===== src/core/pointer_link_consts.svh =====
// constants for the pointer serial packet link: timing, offsets, fields, reset values
`ifndef POINTER_LINK_CONSTS_SVH
`define POINTER_LINK_CONSTS_SVH
`define CLK_HZ          50000000
`define BAUD_SLOW       1200
`define BAUD_FAST       2400
`define BREAK_MS        40
`define DEBOUNCE_US     1000
`define BREAK_CYCLES    ((`BREAK_MS * `CLK_HZ) / 1000)
`define DEBOUNCE_CYCLES ((`DEBOUNCE_US * (`CLK_HZ / 1000)) / 1000)
`define BIT_SLOW_CYCLES (`CLK_HZ / `BAUD_SLOW)
`define BIT_FAST_CYCLES (`CLK_HZ / `BAUD_FAST)
`define REPORT_BYTES    3'h5
`define LAST_BIT        4'h9
`define SYNC_PATTERN    5'h10
`define ADDR_CTRL       4'h0
`define ADDR_STATUS     4'h4
`define ADDR_COUNT      4'h8
`define ADDR_ACCUM      4'hC
`define CTRL_RESET      3'h4
`define CTRL_FAST_BIT   0
`define CTRL_TTL_BIT    1
`define CTRL_EN_BIT     2
`define RESP_OKAY       2'h0
`define RESP_SLVERR     2'h2
`define RESP_DECERR     2'h3
`endif


===== src/core/pointer_link_pkg.sv =====
// types shared by the pointer serial packet link
package pointer_link_pkg;
	typedef enum logic [1:0] {
		LINK_BREAK,
		LINK_IDLE,
		LINK_SEND
	} link_state_t;
endpackage : pointer_link_pkg


===== src/core/pointer_serial_packet_link.sv =====
// pointer serial packet link: report framer, uart transmitter, axi4-lite registers
// Behaviour
// five-byte report only on change, else silent
// sync byte high five bits 10000
// sync low bits left middle right, 0=pressed
// then dx, dy, dx, dy bytes
// delta is motion since last sent delta
// accumulator cleared whenever its value sent
// deltas are 8-bit two's complement
// positive means right and up
// no split sixteen-bit values, bytes independent
// receiver tolerates extra bytes after report
// receiver scans for sync, takes four deltas
// standard variant sends nothing outside reports
// 8 data bits, no parity, 1200/2400 baud
// one start, one stop, lsb first
// ttl mode: low start bit, idle high
// rs-232 mode inverted, open-collector output
// 40 ms start-level break after power-up
// self-check and automatic restart on failure
//
// The placing of the registers and the AXI4-Lite register port are this design's own decisions.
`timescale 1ns/10ps
`include "pointer_link_consts.svh"
module pointer_serial_packet_link
	import pointer_link_pkg::*;
#(
	parameter int BREAK_CYCLES    = `BREAK_CYCLES,
	parameter int DEBOUNCE_CYCLES = `DEBOUNCE_CYCLES,
	parameter int BIT_SLOW_CYCLES = `BIT_SLOW_CYCLES,
	parameter int BIT_FAST_CYCLES = `BIT_FAST_CYCLES
) (
	input  wire logic        clk,
	input  wire logic        rst_n,
	input  wire logic [2:0]  button_n,     // left, middle, right; low while pressed
	input  wire logic        x_step,       // rising edge per horizontal count
	input  wire logic        x_right,      // direction of a horizontal count
	input  wire logic        y_step,       // rising edge per vertical count
	input  wire logic        y_up,         // direction of a vertical count
	output logic             tx_out,       // serial pin output level
	output logic             tx_oe,        // serial pin driven while high
	input  wire logic [3:0]  s_axi_awaddr,
	input  wire logic        s_axi_awvalid,
	output logic             s_axi_awready,
	input  wire logic [31:0] s_axi_wdata,
	input  wire logic [3:0]  s_axi_wstrb,
	input  wire logic        s_axi_wvalid,
	output logic             s_axi_wready,
	output logic [1:0]       s_axi_bresp,
	output logic             s_axi_bvalid,
	input  wire logic        s_axi_bready,
	input  wire logic [3:0]  s_axi_araddr,
	input  wire logic        s_axi_arvalid,
	output logic             s_axi_arready,
	output logic [31:0]      s_axi_rdata,
	output logic [1:0]       s_axi_rresp,
	output logic             s_axi_rvalid,
	input  wire logic        s_axi_rready
);
	localparam logic [21:0] BREAK_LAST = 22'(BREAK_CYCLES - 1);
	localparam logic [16:0] DEB_LAST   = 17'(DEBOUNCE_CYCLES - 1);
	localparam logic [15:0] SLOW_LAST  = 16'(BIT_SLOW_CYCLES - 1);
	localparam logic [15:0] FAST_LAST  = 16'(BIT_FAST_CYCLES - 1);
	logic [6:0]  sync1, sync2;     // two-stage synchronisers for all pins
	logic        x_prev, y_prev;   // last synchronised step levels
	logic [2:0]  btn_db;           // debounced buttons
	logic [16:0] deb_cnt;          // stability counter
	logic [2:0]  btn_sent;         // buttons carried by the last sync byte
	logic [7:0]  acc_x, acc_y;     // signed motion accumulators
	logic [2:0]  ctrl;             // fast, ttl, enable
	logic [15:0] report_count;     // reports sent
	link_state_t state;
	logic [21:0] brk_cnt;          // break duration counter
	logic [15:0] bit_cnt;          // cycles within a bit
	logic [3:0]  bit_idx;          // bit within a character
	logic [2:0]  byte_idx;         // byte within a report
	logic [9:0]  shift;            // character being sent, lsb first
	logic        line;             // logical line level, 1 = mark
	logic        fault;            // internal inconsistency seen
	logic        take_x, take_y;   // accumulator sent this cycle
	logic        x_pulse, y_pulse; // synchronised step edges
	logic        bit_end, start_rpt, byte_done;
	logic [15:0] bit_last;
	logic        aw_held, w_held;
	logic [3:0]  aw_addr;
	logic [31:0] w_data;
	logic [3:0]  w_strb;
	// saturating add of one count to a signed accumulator
	function automatic logic [7:0] step_acc(input logic [7:0] acc, input logic up);
		if (up)
			step_acc = (acc == 8'h7F) ? acc : 8'(acc + 8'h01);
		else
			step_acc = (acc == 8'h80) ? acc : 8'(acc - 8'h01);
	endfunction : step_acc
	// register read decode, used by the read path
	function automatic logic [31:0] read_reg(input logic [3:0] a);
		case (a)
			`ADDR_CTRL:   read_reg = {29'h0, ctrl};
			`ADDR_STATUS: read_reg = {24'h0, fault, btn_db, line, byte_idx == 3'h0,
				state == LINK_SEND, state == LINK_BREAK};
			`ADDR_COUNT:  read_reg = {16'h0, report_count};
			`ADDR_ACCUM:  read_reg = {16'h0, acc_y, acc_x};
			default:      read_reg = 32'h0;
		endcase
	endfunction : read_reg
	// pins pass two flip-flops before use
	always_ff @(posedge clk) begin
		if (!rst_n) begin
			sync1 <= 7'h07; // steps idle low, buttons released: no false edge
			sync2 <= 7'h07;
		end else begin
			sync1 <= {y_up, y_step, x_right, x_step, button_n};
			sync2 <= sync1;
		end
	end
	// step edge detection on the second stage only
	always_ff @(posedge clk) begin
		if (!rst_n) begin
			x_prev <= 1'b0;
			y_prev <= 1'b0;
		end else begin
			x_prev <= sync2[3];
			y_prev <= sync2[5];
		end
	end
	assign x_pulse = sync2[3] & ~x_prev;
	assign y_pulse = sync2[5] & ~y_prev;
	// button debounce: accept a new state after it stays stable
	always_ff @(posedge clk) begin
		if (!rst_n) begin
			btn_db  <= 3'h7;
			deb_cnt <= 17'h0;
		end else if (sync2[2:0] == btn_db) begin
			deb_cnt <= 17'h0;
		end else if (deb_cnt == DEB_LAST) begin
			btn_db  <= sync2[2:0];
			deb_cnt <= 17'h0;
		end else begin
			deb_cnt <= 17'(deb_cnt + 17'h1);
		end
	end
	// accumulators: a count arriving as the value is sent is kept
	always_ff @(posedge clk) begin
		if (!rst_n) begin
			acc_x <= 8'h00;
			acc_y <= 8'h00;
		end else begin
			if (take_x)
				acc_x <= x_pulse ? (sync2[4] ? 8'h01 : 8'hFF) : 8'h00;
			else if (x_pulse)
				acc_x <= step_acc(acc_x, sync2[4]);
			if (take_y)
				acc_y <= y_pulse ? (sync2[6] ? 8'h01 : 8'hFF) : 8'h00;
			else if (y_pulse)
				acc_y <= step_acc(acc_y, sync2[6]);
		end
	end
	// framer timing terms
	assign bit_last  = ctrl[`CTRL_FAST_BIT] ? FAST_LAST : SLOW_LAST;
	assign bit_end   = (state == LINK_SEND) && (bit_cnt == bit_last);
	assign byte_done = bit_end && (bit_idx == `LAST_BIT);
	assign start_rpt = (state == LINK_IDLE) && ctrl[`CTRL_EN_BIT] &&
		((btn_db != btn_sent) || (acc_x != 8'h00) || (acc_y != 8'h00));
	assign take_x = byte_done && (byte_idx == 3'h0 || byte_idx == 3'h2);
	assign take_y = byte_done && (byte_idx == 3'h1 || byte_idx == 3'h3);
	assign fault  = (bit_idx > `LAST_BIT) || (byte_idx >= `REPORT_BYTES);
	// report framer and character shifter
	always_ff @(posedge clk) begin
		if (!rst_n || fault) begin
			state    <= LINK_BREAK;
			brk_cnt  <= 22'h0;
			bit_cnt  <= 16'h0;
			bit_idx  <= 4'h0;
			byte_idx <= 3'h0;
			shift    <= 10'h3FF;
			line     <= 1'b0;
			btn_sent <= 3'h7;
		end else begin
			case (state)
				LINK_BREAK: begin
					line <= 1'b0;
					if (brk_cnt == BREAK_LAST) begin
						state <= LINK_IDLE;
						line  <= 1'b1;
					end else begin
						brk_cnt <= 22'(brk_cnt + 22'h1);
					end
				end
				LINK_IDLE: begin
					line <= 1'b1;
					if (start_rpt) begin
						state    <= LINK_SEND;
						btn_sent <= btn_db;
						shift    <= {1'b1, `SYNC_PATTERN, btn_db, 1'b0};
						line     <= 1'b0;
						bit_cnt  <= 16'h0;
						bit_idx  <= 4'h0;
						byte_idx <= 3'h0;
					end
				end
				LINK_SEND: begin
					if (!bit_end) begin
						bit_cnt <= 16'(bit_cnt + 16'h1);
					end else if (bit_idx != `LAST_BIT) begin
						bit_cnt <= 16'h0;
						bit_idx <= 4'(bit_idx + 4'h1);
						shift   <= {1'b1, shift[9:1]};
						line    <= shift[1];
					end else if (byte_idx == 3'(`REPORT_BYTES - 3'h1)) begin
						state    <= LINK_IDLE;
						byte_idx <= 3'h0;
						bit_idx  <= 4'h0;
						line     <= 1'b1;
					end else begin
						bit_cnt  <= 16'h0;
						bit_idx  <= 4'h0;
						byte_idx <= 3'(byte_idx + 3'h1);
						line     <= 1'b0;
						// whole signed bytes, no split words R7 R9
						shift <= {1'b1, take_x ? acc_x : acc_y, 1'b0};
					end
				end
				default: state <= LINK_BREAK;
			endcase
		end
	end
	// pin drive: ttl drives both levels, rs-232 inverts and only sinks
	always_ff @(posedge clk) begin
		if (!rst_n) begin
			tx_out <= 1'b0;
			tx_oe  <= 1'b0;
		end else if (ctrl[`CTRL_TTL_BIT]) begin
			tx_out <= line;
			tx_oe  <= 1'b1;
		end else begin
			tx_out <= 1'b0;
			tx_oe  <= line;
		end
	end
	// report counter
	always_ff @(posedge clk) begin
		if (!rst_n)
			report_count <= 16'h0;
		else if (start_rpt)
			report_count <= 16'(report_count + 16'h1);
	end
	// axi write: address and data taken in either order, then response
	always_ff @(posedge clk) begin
		if (!rst_n) begin
			aw_held       <= 1'b0;
			w_held        <= 1'b0;
			aw_addr       <= 4'h0;
			w_data        <= 32'h0;
			w_strb        <= 4'h0;
			s_axi_awready <= 1'b0;
			s_axi_wready  <= 1'b0;
			s_axi_bvalid  <= 1'b0;
			s_axi_bresp   <= `RESP_OKAY;
			ctrl          <= `CTRL_RESET;
		end else begin
			s_axi_awready <= !aw_held && !s_axi_awready && !s_axi_bvalid && s_axi_awvalid;
			s_axi_wready  <= !w_held && !s_axi_wready && !s_axi_bvalid && s_axi_wvalid;
			if (s_axi_awvalid && s_axi_awready) begin
				aw_held <= 1'b1;
				aw_addr <= s_axi_awaddr;
			end
			if (s_axi_wvalid && s_axi_wready) begin
				w_held <= 1'b1;
				w_data <= s_axi_wdata;
				w_strb <= s_axi_wstrb;
			end
			if (aw_held && w_held && !s_axi_bvalid) begin
				aw_held      <= 1'b0;
				w_held       <= 1'b0;
				s_axi_bvalid <= 1'b1;
				case (aw_addr)
					`ADDR_CTRL: begin
						s_axi_bresp <= `RESP_OKAY;
						if (w_strb[0])
							ctrl <= w_data[2:0];
					end
					`ADDR_STATUS, `ADDR_COUNT, `ADDR_ACCUM: s_axi_bresp <= `RESP_SLVERR;
					default: s_axi_bresp <= `RESP_DECERR;
				endcase
			end else if (s_axi_bvalid && s_axi_bready) begin
				s_axi_bvalid <= 1'b0;
			end
		end
	end
	// axi read: one cycle to accept, data the cycle after
	always_ff @(posedge clk) begin
		if (!rst_n) begin
			s_axi_arready <= 1'b0;
			s_axi_rvalid  <= 1'b0;
			s_axi_rdata   <= 32'h0;
			s_axi_rresp   <= `RESP_OKAY;
		end else begin
			s_axi_arready <= !s_axi_arready && !s_axi_rvalid && s_axi_arvalid;
			if (s_axi_arvalid && s_axi_arready) begin
				s_axi_rvalid <= 1'b1;
				s_axi_rdata  <= read_reg(s_axi_araddr);
				s_axi_rresp  <= (s_axi_araddr[1:0] == 2'h0) ? `RESP_OKAY : `RESP_DECERR;
			end else if (s_axi_rvalid && s_axi_rready) begin
				s_axi_rvalid <= 1'b0;
			end
		end
	end
	// checks on the framer and pin
	sync_byte_a: assert property (@(posedge clk) disable iff (!rst_n)
		start_rpt |=> shift[9] && shift[8:4] == 5'h10 && !shift[0])
		else $error("sync byte pattern wrong");
	sync_buttons_a: assert property (@(posedge clk) disable iff (!rst_n)
		start_rpt |=> shift[3:1] == $past(btn_db))
		else $error("sync byte buttons wrong");
	break_level_a: assert property (@(posedge clk) disable iff (!rst_n)
		state == LINK_BREAK |-> !line)
		else $error("line not at start level during break");
	idle_quiet_a: assert property (@(posedge clk) disable iff (!rst_n)
		state == LINK_IDLE && $past(state) == LINK_IDLE |-> line)
		else $error("line active while idle");
	report_len_a: assert property (@(posedge clk) disable iff (!rst_n)
		state == LINK_SEND && $past(state) != LINK_SEND |-> byte_idx == 3'h0)
		else $error("report did not start at byte zero");
	x_clear_a: assert property (@(posedge clk) disable iff (!rst_n)
		take_x && !x_pulse |=> acc_x == 8'h00)
		else $error("horizontal accumulator not cleared");
	delta_load_a: assert property (@(posedge clk) disable iff (!rst_n)
		take_y |=> shift[8:1] == $past(acc_y) && !shift[0] && shift[9])
		else $error("vertical delta not loaded");
	ttl_pin_a: assert property (@(posedge clk) disable iff (!rst_n)
		ctrl[1] && $past(ctrl[1]) |-> tx_oe && tx_out == $past(line))
		else $error("ttl pin level wrong");
	rs232_pin_a: assert property (@(posedge clk) disable iff (!rst_n)
		!ctrl[1] && $past(ctrl[1]) == 1'b0 |-> !tx_out && tx_oe == $past(line))
		else $error("rs-232 pin drive wrong");
	bit_time_a: assert property (@(posedge clk) disable iff (!rst_n)
		state == LINK_SEND && $past(state) == LINK_SEND && $changed(line) |-> $past(bit_end))
		else $error("line changed inside a bit time");
endmodule : pointer_serial_packet_link


===== config.mk =====
export PLATFORM = sky130hd
export DESIGN_NAME = pointer_serial_packet_link
export DESIGN_NICKNAME = d
export VERILOG_FILES = /design/src/core/pointer_link_pkg.sv /design/src/core/pointer_serial_packet_link.sv
export VERILOG_INCLUDE_DIRS = /design/src /design/src/core
export SDC_FILE = /design/constraint.sdc
export NUM_CORES = 1
export LEC_CHECK = 0
export BUFFER_PORTS_ARGS = -buffer_cell sky130_fd_sc_hd__clkbuf_2
export CORE_AREA = 5 5 135 137
export DETAILED_ROUTE_END_ITERATION = 8
export DIE_AREA = 0 0 140 142
export MAX_ROUTING_LAYER = met4
export PLACE_DENSITY = 0.7
export SLEW_MARGIN = 20
export SYNTH_ARGS = -nofsm -noshare
export SYNTH_HDL_FRONTEND = slang
export SYNTH_SLANG_ARGS = --single-unit

===== constraint.sdc =====
create_clock -name clk -period 5.4 [get_ports clk]
set_input_delay 1.62 -clock clk [delete_from_list [all_inputs] [get_ports clk]]
set_output_delay 1.62 -clock clk [all_outputs]
set_load 0.03 [all_outputs]

Word level (Yosys, flattened, before mapping)
Index checks and enable logic that the tools add are counted.
{"block": "totals", "ff_bits": 185, "latchBits": 0, "ramBits": 0, "romBits": 0, "out_inout_bits": 43, "wordCells": 205, "memories": 0}
{"block": "classes", "add_sub_neg": 10, "multipliers": 0, "div_mod_pow": 0, "n_lt_le_gt_ge": 2, "n_eq_ne": 34, "shift": 0, "n_mux": 55, "bitwise_logic": 7, "n_reduce_logical": 64}
{"operator": "$mux W8", "n": 15}
{"operator": "$mux W16", "n": 5}
{"operator": "$pmux W16 S4", "n": 1}
{"operator": "$mux W10", "n": 4}
{"operator": "$add A16 B1 Y16 const B", "n": 2}
{"operator": "$pmux W16 S2", "n": 1}
{"operator": "$add A22 B1 Y22 const B", "n": 1}
{"operator": "$eq A22 B21 Y1 const B", "n": 1}
{"operator": "$logic_and A1 B1 Y1", "n": 21}
{"operator": "$eq A4 B4 Y1 const B", "n": 5}
{"operator": "$pmux W10 S2", "n": 1}
{"operator": "$add A17 B1 Y17 const B", "n": 1}
{"operator": "$eq A17 B16 Y1 const B", "n": 1}
{"operator": "$add A8 B1 Y8 const B", "n": 2}
{"operator": "$eq A16 B16 Y1", "n": 1}
{"operator": "$eq A8 B7 Y1 const B", "n": 2}
{"operator": "$eq A8 B8 Y1 const B", "n": 2}
{"operator": "$reduce_bool A8 Y1", "n": 2}
{"operator": "$sub A8 B1 Y8 const B", "n": 2}
{"operator": "$ne A3 B3 Y1 const B", "n": 5}
{"operator": "$reduce_and A3 Y1", "n": 5}
{"operator": "$mux W2", "n": 6}
{"operator": "$mux W3", "n": 4}
{"operator": "$mux W4", "n": 3}
{"operator": "other kinds (34)", "n": 79}

Logic depth before layout (Yosys ltp)
{"block": "depth", "depth_word": 10, "mapped_depth": 10}

Worst setup path before layout
Ideal clock, no wire load.
{"block": "synth_path", "path_kind": "input to register", "from": "input s_axi_araddr[2]", "to": "register s_axi_rdata[1]", "setup_ps": 119, "arrival_ps": 2898, "required_time_ps": 5281, "path_slack_ps": 2383, "stages": 5, "path_cell_list": "clkbuf_1 clkbuf_1 mux4_2 a22oi_1 nor2b_1"}
{"block": "synth_between", "elab_chain_len": 2}
{"item": "start, declared", "line_no": "pointer_serial_packet_link.sv:52", "rtl": "input wire logic [3:0] s_axi_araddr,"}
{"item": "$eq A4 B4 Y1 (tied with other cells)", "line_no": "pointer_serial_packet_link.sv:97", "rtl": "case (a)"}
{"item": "$pmux W16 S4 *", "line_no": "pointer_serial_packet_link.sv:97"}
{"item": "end signal, assigned", "line_no": "pointer_serial_packet_link.sv:301", "rtl": "s_axi_rdata <= read_reg(s_axi_araddr);"}
{"item": "end, declared", "line_no": "pointer_serial_packet_link.sv:55", "rtl": "output logic [31:0] s_axi_rdata,"}
Every way passes the cells marked *; elsewhere a longest branch is shown, timed or not.
A chain may end at the register's enable or synchronous reset.

Worst setup path after layout
{"block": "layout_path", "from": "register state[0]", "to": "register acc_y[6]"}
{"block": "layout_between", "elab_chain_len": 6}
{"item": "start, declared", "line_no": "pointer_serial_packet_link.sv:72", "rtl": "link_state_t state;"}
{"item": "start signal, assigned", "line_no": "pointer_serial_packet_link.sv:170", "rtl": "state <= LINK_BREAK;"}
{"item": "start signal, assigned", "line_no": "pointer_serial_packet_link.sv:183", "rtl": "state <= LINK_IDLE;"}
{"item": "start signal, assigned", "line_no": "pointer_serial_packet_link.sv:192", "rtl": "state <= LINK_SEND;"}
{"item": "$eq A2 B2 Y1 *", "line_no": "pointer_serial_packet_link.sv:160", "rtl": "assign bit_end = (state == LINK_SEND) && (bit_cnt == bit_last);"}
{"item": "$logic_and A1 B1 Y1 *", "line_no": "pointer_serial_packet_link.sv:160"}
{"item": "$logic_and A1 B1 Y1 *", "line_no": "pointer_serial_packet_link.sv:161", "rtl": "assign byte_done = bit_end && (bit_idx == `LAST_BIT);"}
{"item": "$logic_and A1 B1 Y1 *", "line_no": "pointer_serial_packet_link.sv:165", "rtl": "assign take_y = byte_done && (byte_idx == 3'h1 || byte_idx == 3'h3);"}
{"item": "$ne A3 B3 Y1 (no line) or $reduce_bool A2 Y1 (tied branches)"}
{"item": "$reduce_and A3 Y1 (no line)"}
{"item": "end signal, assigned", "line_no": "pointer_serial_packet_link.sv:153", "rtl": "acc_y <= y_pulse ? (sync2[6] ? 8'h01 : 8'hFF) : 8'h00;"}
{"item": "end signal, assigned", "line_no": "pointer_serial_packet_link.sv:155", "rtl": "acc_y <= step_acc(acc_y, sync2[6]);"}
{"item": "end, declared", "line_no": "pointer_serial_packet_link.sv:69", "rtl": "logic [7:0] acc_x, acc_y;"}
Marks and branches as above.

==> flow_metrics.tcl <==
set metrics [dict create \
    rr_endpoint "acc_y[6]$_SDFFE_PN0P_" \
    clk-insertion-delay-late_ps 420 \
    fmax_mhz 281 \
    floorplan.io_pins 101 \
    cts_post_setup_buffers_inserted 0 \
    multiInputGateArea_um2 4670 \
    die-height_um 142 \
    critical_path.reg2reg.startpoint "state[0]$_SDFFE_PP0P_" \
    globalRouteMet2Util 0.290 \
    setup_viol 0 \
    post-route-worst-setup-slack_ps 1850 \
    seq_area_frac_synth 0.400 \
    final.fill_count 1573 \
    worstSetupStartpointType "flip-flop" \
    design.die.area_um2 19900 \
    core_um2 16900 \
    largest_fanout_of_any_net_on_the_critical_path 22 \
    drive_gt1_frac 0.115 \
    post-place-ws_ps 1880 \
    drt_first_pass_iters 5 \
    viasPerCell 5.42 \
    ir_worst_vdd_v 0.000250 \
    synth-edff-count 0 \
    maximum_number_of_pins_on_one_net_before_global_route_repair 61 \
    synth.yosys.warnings 0 \
    timing.critical_path.required_ps 5690 \
    timing.reg2reg.worst_path_depth 7 \
    dieWidth_um 140 \
    grt_first_pass_wirelength_um 30500 \
    cts_hold_repair.buffers 0 \
    timing.max_cap.violations 0 \
    cts.clk_slew.worst_paths_ps 70 \
    crit_arrival_ps 3840 \
    hold_start "sync1[1]$_SDFF_PN1_" \
    grt.busiest_layer "met2" \
    drc 0 \
    detail_route.iter0.violations 462 \
    holdPathEnd "sync2[1]$_SDFF_PN1_" \
    worst_hold_path.num_cells 1 \
    grt_util_met3 0.0403 \
    grt_antenna_before_repair 0 \
    ys_types 65 \
    cts_htree_levels 4 \
    min-delay-path-class "flip-flop to flip-flop" \
    finalNetCount 1075 \
    ys_seq_elements 166 \
    n_antenna_cell 0 \
    finalSetupTns_ps 0 \
    mappedNetlistArea_um2 8310 \
    p_per_area_nw_per_um2 287 \
    sequential_cell_area_um2 3320 \
    cts_tree "done" \
    end_kind "flip-flop" \
    postSynthAreaPerCell_um2 8.72 \
    port_buffers 52 \
    critical_path_class "flip-flop to flip-flop" \
    synth_flop_cell "sky130_fd_sc_hd__dfxtp_1" \
    slew_violations 0 \
    rsz0062_at_grt "false" \
    leakagePower_nw 3.58 \
    total_via_count_after_detailed_routing 6656 \
    slew_headroom 0.422 \
    status "complete, no violations" \
    routedWlPerCell_um 14.5 \
    syn2layout_area_growth_pct 11.1 \
    wirelength_routed_um 17800 \
    worst-r2r-setup-slack_ps 1850 \
    tightest_slew_ps 866 \
    cts_num_sinks 166 \
    layout_worst_path_cycle_share 0.658 \
    cts_root_buffer "sky130_fd_sc_hd__clkbuf_16" \
    clock_skew_ps 8.88 \
    async_reset_ff_frac 0 \
    clock_tree.buffer_depth 2 \
    post_synth_inst_count 953 \
    track_usage 0.188 \
    report.final.hold_viol_count 0 \
    globalRouteOverflowTotal 0 \
    placementRows 48 \
    post-dp-hpwl_um 12100 \
    cts_buffers 17 \
    post_cts_resized 0 \
    hold_slack_ps 431 \
    initial_utilization 0.490 \
    ant_nets 0 \
    timing.final.crit_period_ps 3550 \
    via_count_of_the_first_global_routing_pass 6263 \
    gp_routability_congestion 0.827 \
    globalRouteMet1Util 0.254 \
]
registers in the layout, indices dropped and copies added (netlist names), 2 cells and up:
signal	cells
brk_cnt	22
deb_cnt	17
bit_cnt	16
report_count	16
s_axi_rdata	16
acc_x	8
acc_y	8
shift	8
sync1	7
sync2	7
aw_addr	4
bit_idx	4
btn_db	3
btn_sent	3
byte_idx	3
ctrl	3
w_data	3
s_axi_bresp	2
state	2
kinds of logic after synthesis:
family          count (synthesis)  synth area share
simple gates                  387             0.242
flops                         166             0.400
xor+xnor                       68            0.0717
mux                            42            0.0559
other cells                     1          0.000451
fa+ha+maj                      27            0.0425
buf+inv                        76            0.0453
compound gates                186             0.142
report_power, final:
part / leakage [nW] / internal, mW / switching (mW)
logic: 1.96 / 0.0848 / 0.118
clock network: 0.278 / 0.653 / 0.517
registers: 1.34 / 1.25 / 0.0293
cells in the final DEF (no fill, tap or decap), types with 5 or more instances in the layout:
| cell | instances |
|---|---|
| sky130_fd_sc_hd__dfxtp_1 | 166 |
| sky130_fd_sc_hd__nor2_1 | 95 |
| sky130_fd_sc_hd__nand2_1 | 83 |
| sky130_fd_sc_hd__a21oi_1 | 58 |
| sky130_fd_sc_hd__o21ai_0 | 54 |
| sky130_fd_sc_hd__clkbuf_2 | 52 |
| sky130_fd_sc_hd__nand3_1 | 44 |
| sky130_fd_sc_hd__xnor2_1 | 40 |
| sky130_fd_sc_hd__mux2i_1 | 34 |
| sky130_fd_sc_hd__and2_1 | 32 |
| sky130_fd_sc_hd__xor2_1 | 28 |
| sky130_fd_sc_hd__ha_1 | 25 |
| sky130_fd_sc_hd__inv_1 | 21 |
| sky130_fd_sc_hd__nor2b_1 | 17 |
| sky130_fd_sc_hd__clkbuf_16 | 17 |
| sky130_fd_sc_hd__nand4_1 | 16 |
| sky130_fd_sc_hd__conb_1 | 16 |
| sky130_fd_sc_hd__and3_1 | 14 |
| sky130_fd_sc_hd__nor3_1 | 13 |
| sky130_fd_sc_hd__a21boi_0 | 13 |
| sky130_fd_sc_hd__nand2b_1 | 11 |
| sky130_fd_sc_hd__a22oi_1 | 11 |
| sky130_fd_sc_hd__or3_1 | 11 |
| sky130_fd_sc_hd__or4_1 | 8 |
| sky130_fd_sc_hd__nor4_1 | 7 |
| sky130_fd_sc_hd__buf_4 | 6 |
| sky130_fd_sc_hd__nor4bb_1 | 5 |
| sky130_fd_sc_hd__nor4b_1 | 5 |
| sky130_fd_sc_hd__or3b_2 | 5 |
| sky130_fd_sc_hd__mux2_2 | 5 |
| sky130_fd_sc_hd__a22o_1 | 5 |
critical path: stages, from the launching register on:
cell                        delay (ps)
sky130_fd_sc_hd__dfxtp_1           340
sky130_fd_sc_hd__inv_1              90
sky130_fd_sc_hd__ha_1              730
sky130_fd_sc_hd__inv_1             430
sky130_fd_sc_hd__a2111oi_0         710
sky130_fd_sc_hd__nand3_1           520
sky130_fd_sc_hd__o21ai_1           530
sky130_fd_sc_hd__a21oi_1            70
synthesized netlist by cell type (4+ instances only):
cell type / n / area [µm²]
sky130_fd_sc_hd__dfxtp_1: 166 / 3320
sky130_fd_sc_hd__nor2_1: 95 / 357
sky130_fd_sc_hd__nand2_1: 83 / 312
sky130_fd_sc_hd__a21oi_1: 58 / 290
sky130_fd_sc_hd__o21ai_0: 54 / 270
sky130_fd_sc_hd__nand3_1: 45 / 225
sky130_fd_sc_hd__xnor2_1: 40 / 350
sky130_fd_sc_hd__mux2i_1: 34 / 340
sky130_fd_sc_hd__and2_1: 32 / 200
sky130_fd_sc_hd__xor2_1: 28 / 245
sky130_fd_sc_hd__clkbuf_1: 27 / 101
sky130_fd_sc_hd__ha_1: 25 / 313
sky130_fd_sc_hd__inv_1: 21 / 78.8
sky130_fd_sc_hd__buf_4: 17 / 128
sky130_fd_sc_hd__nor2b_1: 17 / 106
sky130_fd_sc_hd__nand4_1: 16 / 100
sky130_fd_sc_hd__and3_1: 14 / 87.6
sky130_fd_sc_hd__a21boi_0: 13 / 97.6
sky130_fd_sc_hd__nor3_1: 13 / 65.1
sky130_fd_sc_hd__a22oi_1: 11 / 82.6
sky130_fd_sc_hd__nand2b_1: 11 / 68.8
sky130_fd_sc_hd__or3_1: 11 / 68.8
sky130_fd_sc_hd__or4_1: 8 / 60.1
sky130_fd_sc_hd__buf_2: 7 / 35.0
sky130_fd_sc_hd__nor4_1: 7 / 43.8
sky130_fd_sc_hd__nor4bb_1: 6 / 60.1
sky130_fd_sc_hd__a22o_1: 5 / 43.8
sky130_fd_sc_hd__mux2_2: 5 / 56.3
sky130_fd_sc_hd__nor4b_1: 5 / 43.8
sky130_fd_sc_hd__or3b_2: 5 / 43.8
sky130_fd_sc_hd__a2111oi_0: 4 / 35.0
sky130_fd_sc_hd__a21o_1: 4 / 30.0
sky130_fd_sc_hd__and4_1: 4 / 35.0
sky130_fd_sc_hd__nand3b_1: 4 / 30.0
sky130_fd_sc_hd__nor3b_1: 4 / 30.0
sky130_fd_sc_hd__o21bai_1: 4 / 30.0
sky130_fd_sc_hd__o41ai_1: 4 / 35.0
metal layers:
metal | vias up | part of all wire
met2 | 133 | 0.45
met1 | 3112 | 0.49
met4 | 0 | 0.011
met3 | 13 | 0.049
met5 | - | 0
li1 | 3398 | -
cell type report:
type,instances,area share
inverters,21,0.00854
multi-input cells,726,0.507
clock inverters,13,0.0133
well taps,225,0.0305
flip-flops and latches,166,0.360
clock buffers,19,0.0480
repair buffers,58,0.0331
worst max path at each step:
stage	start	end	slack, ps	cells after the start
2_1_floorplan	s_axi_araddr[2]	s_axi_rdata[1]$_SDFFE_PN0P_	2380	5
3_3_place_gp	rst_n	shift[1]$_SDFFE_PP1P_	1900	5
3_5_place_dp	rst_n	shift[1]$_SDFFE_PP1P_	1880	5
4_1_cts	state[0]$_SDFFE_PP0P_	acc_y[6]$_SDFFE_PN0P_	1920	7
5_1_grt	state[0]$_SDFFE_PP0P_	acc_y[7]$_SDFFE_PN0P_	1650	7
6_report	state[0]$_SDFFE_PP0P_	acc_y[6]$_SDFFE_PN0P_	1850	7
stage by stage:
| stage | utilization | power, mW | instances | area, µm² |
|---|---|---|---|---|
| after global routing | 0.545 | 2.74 | 1228 | 9230 |
| after global placement | 0.512 | 1.50 | 1196 | 8660 |
| after CTS | 0.545 | 2.67 | 1228 | 9230 |
| final | 0.545 | 2.65 | 1228 | 9230 |
| after detailed placement | 0.512 | 1.50 | 1196 | 8660 |
| after floorplan | - | 1.46 | 968 | 8360 |
(Power assumes the default switching activity.)
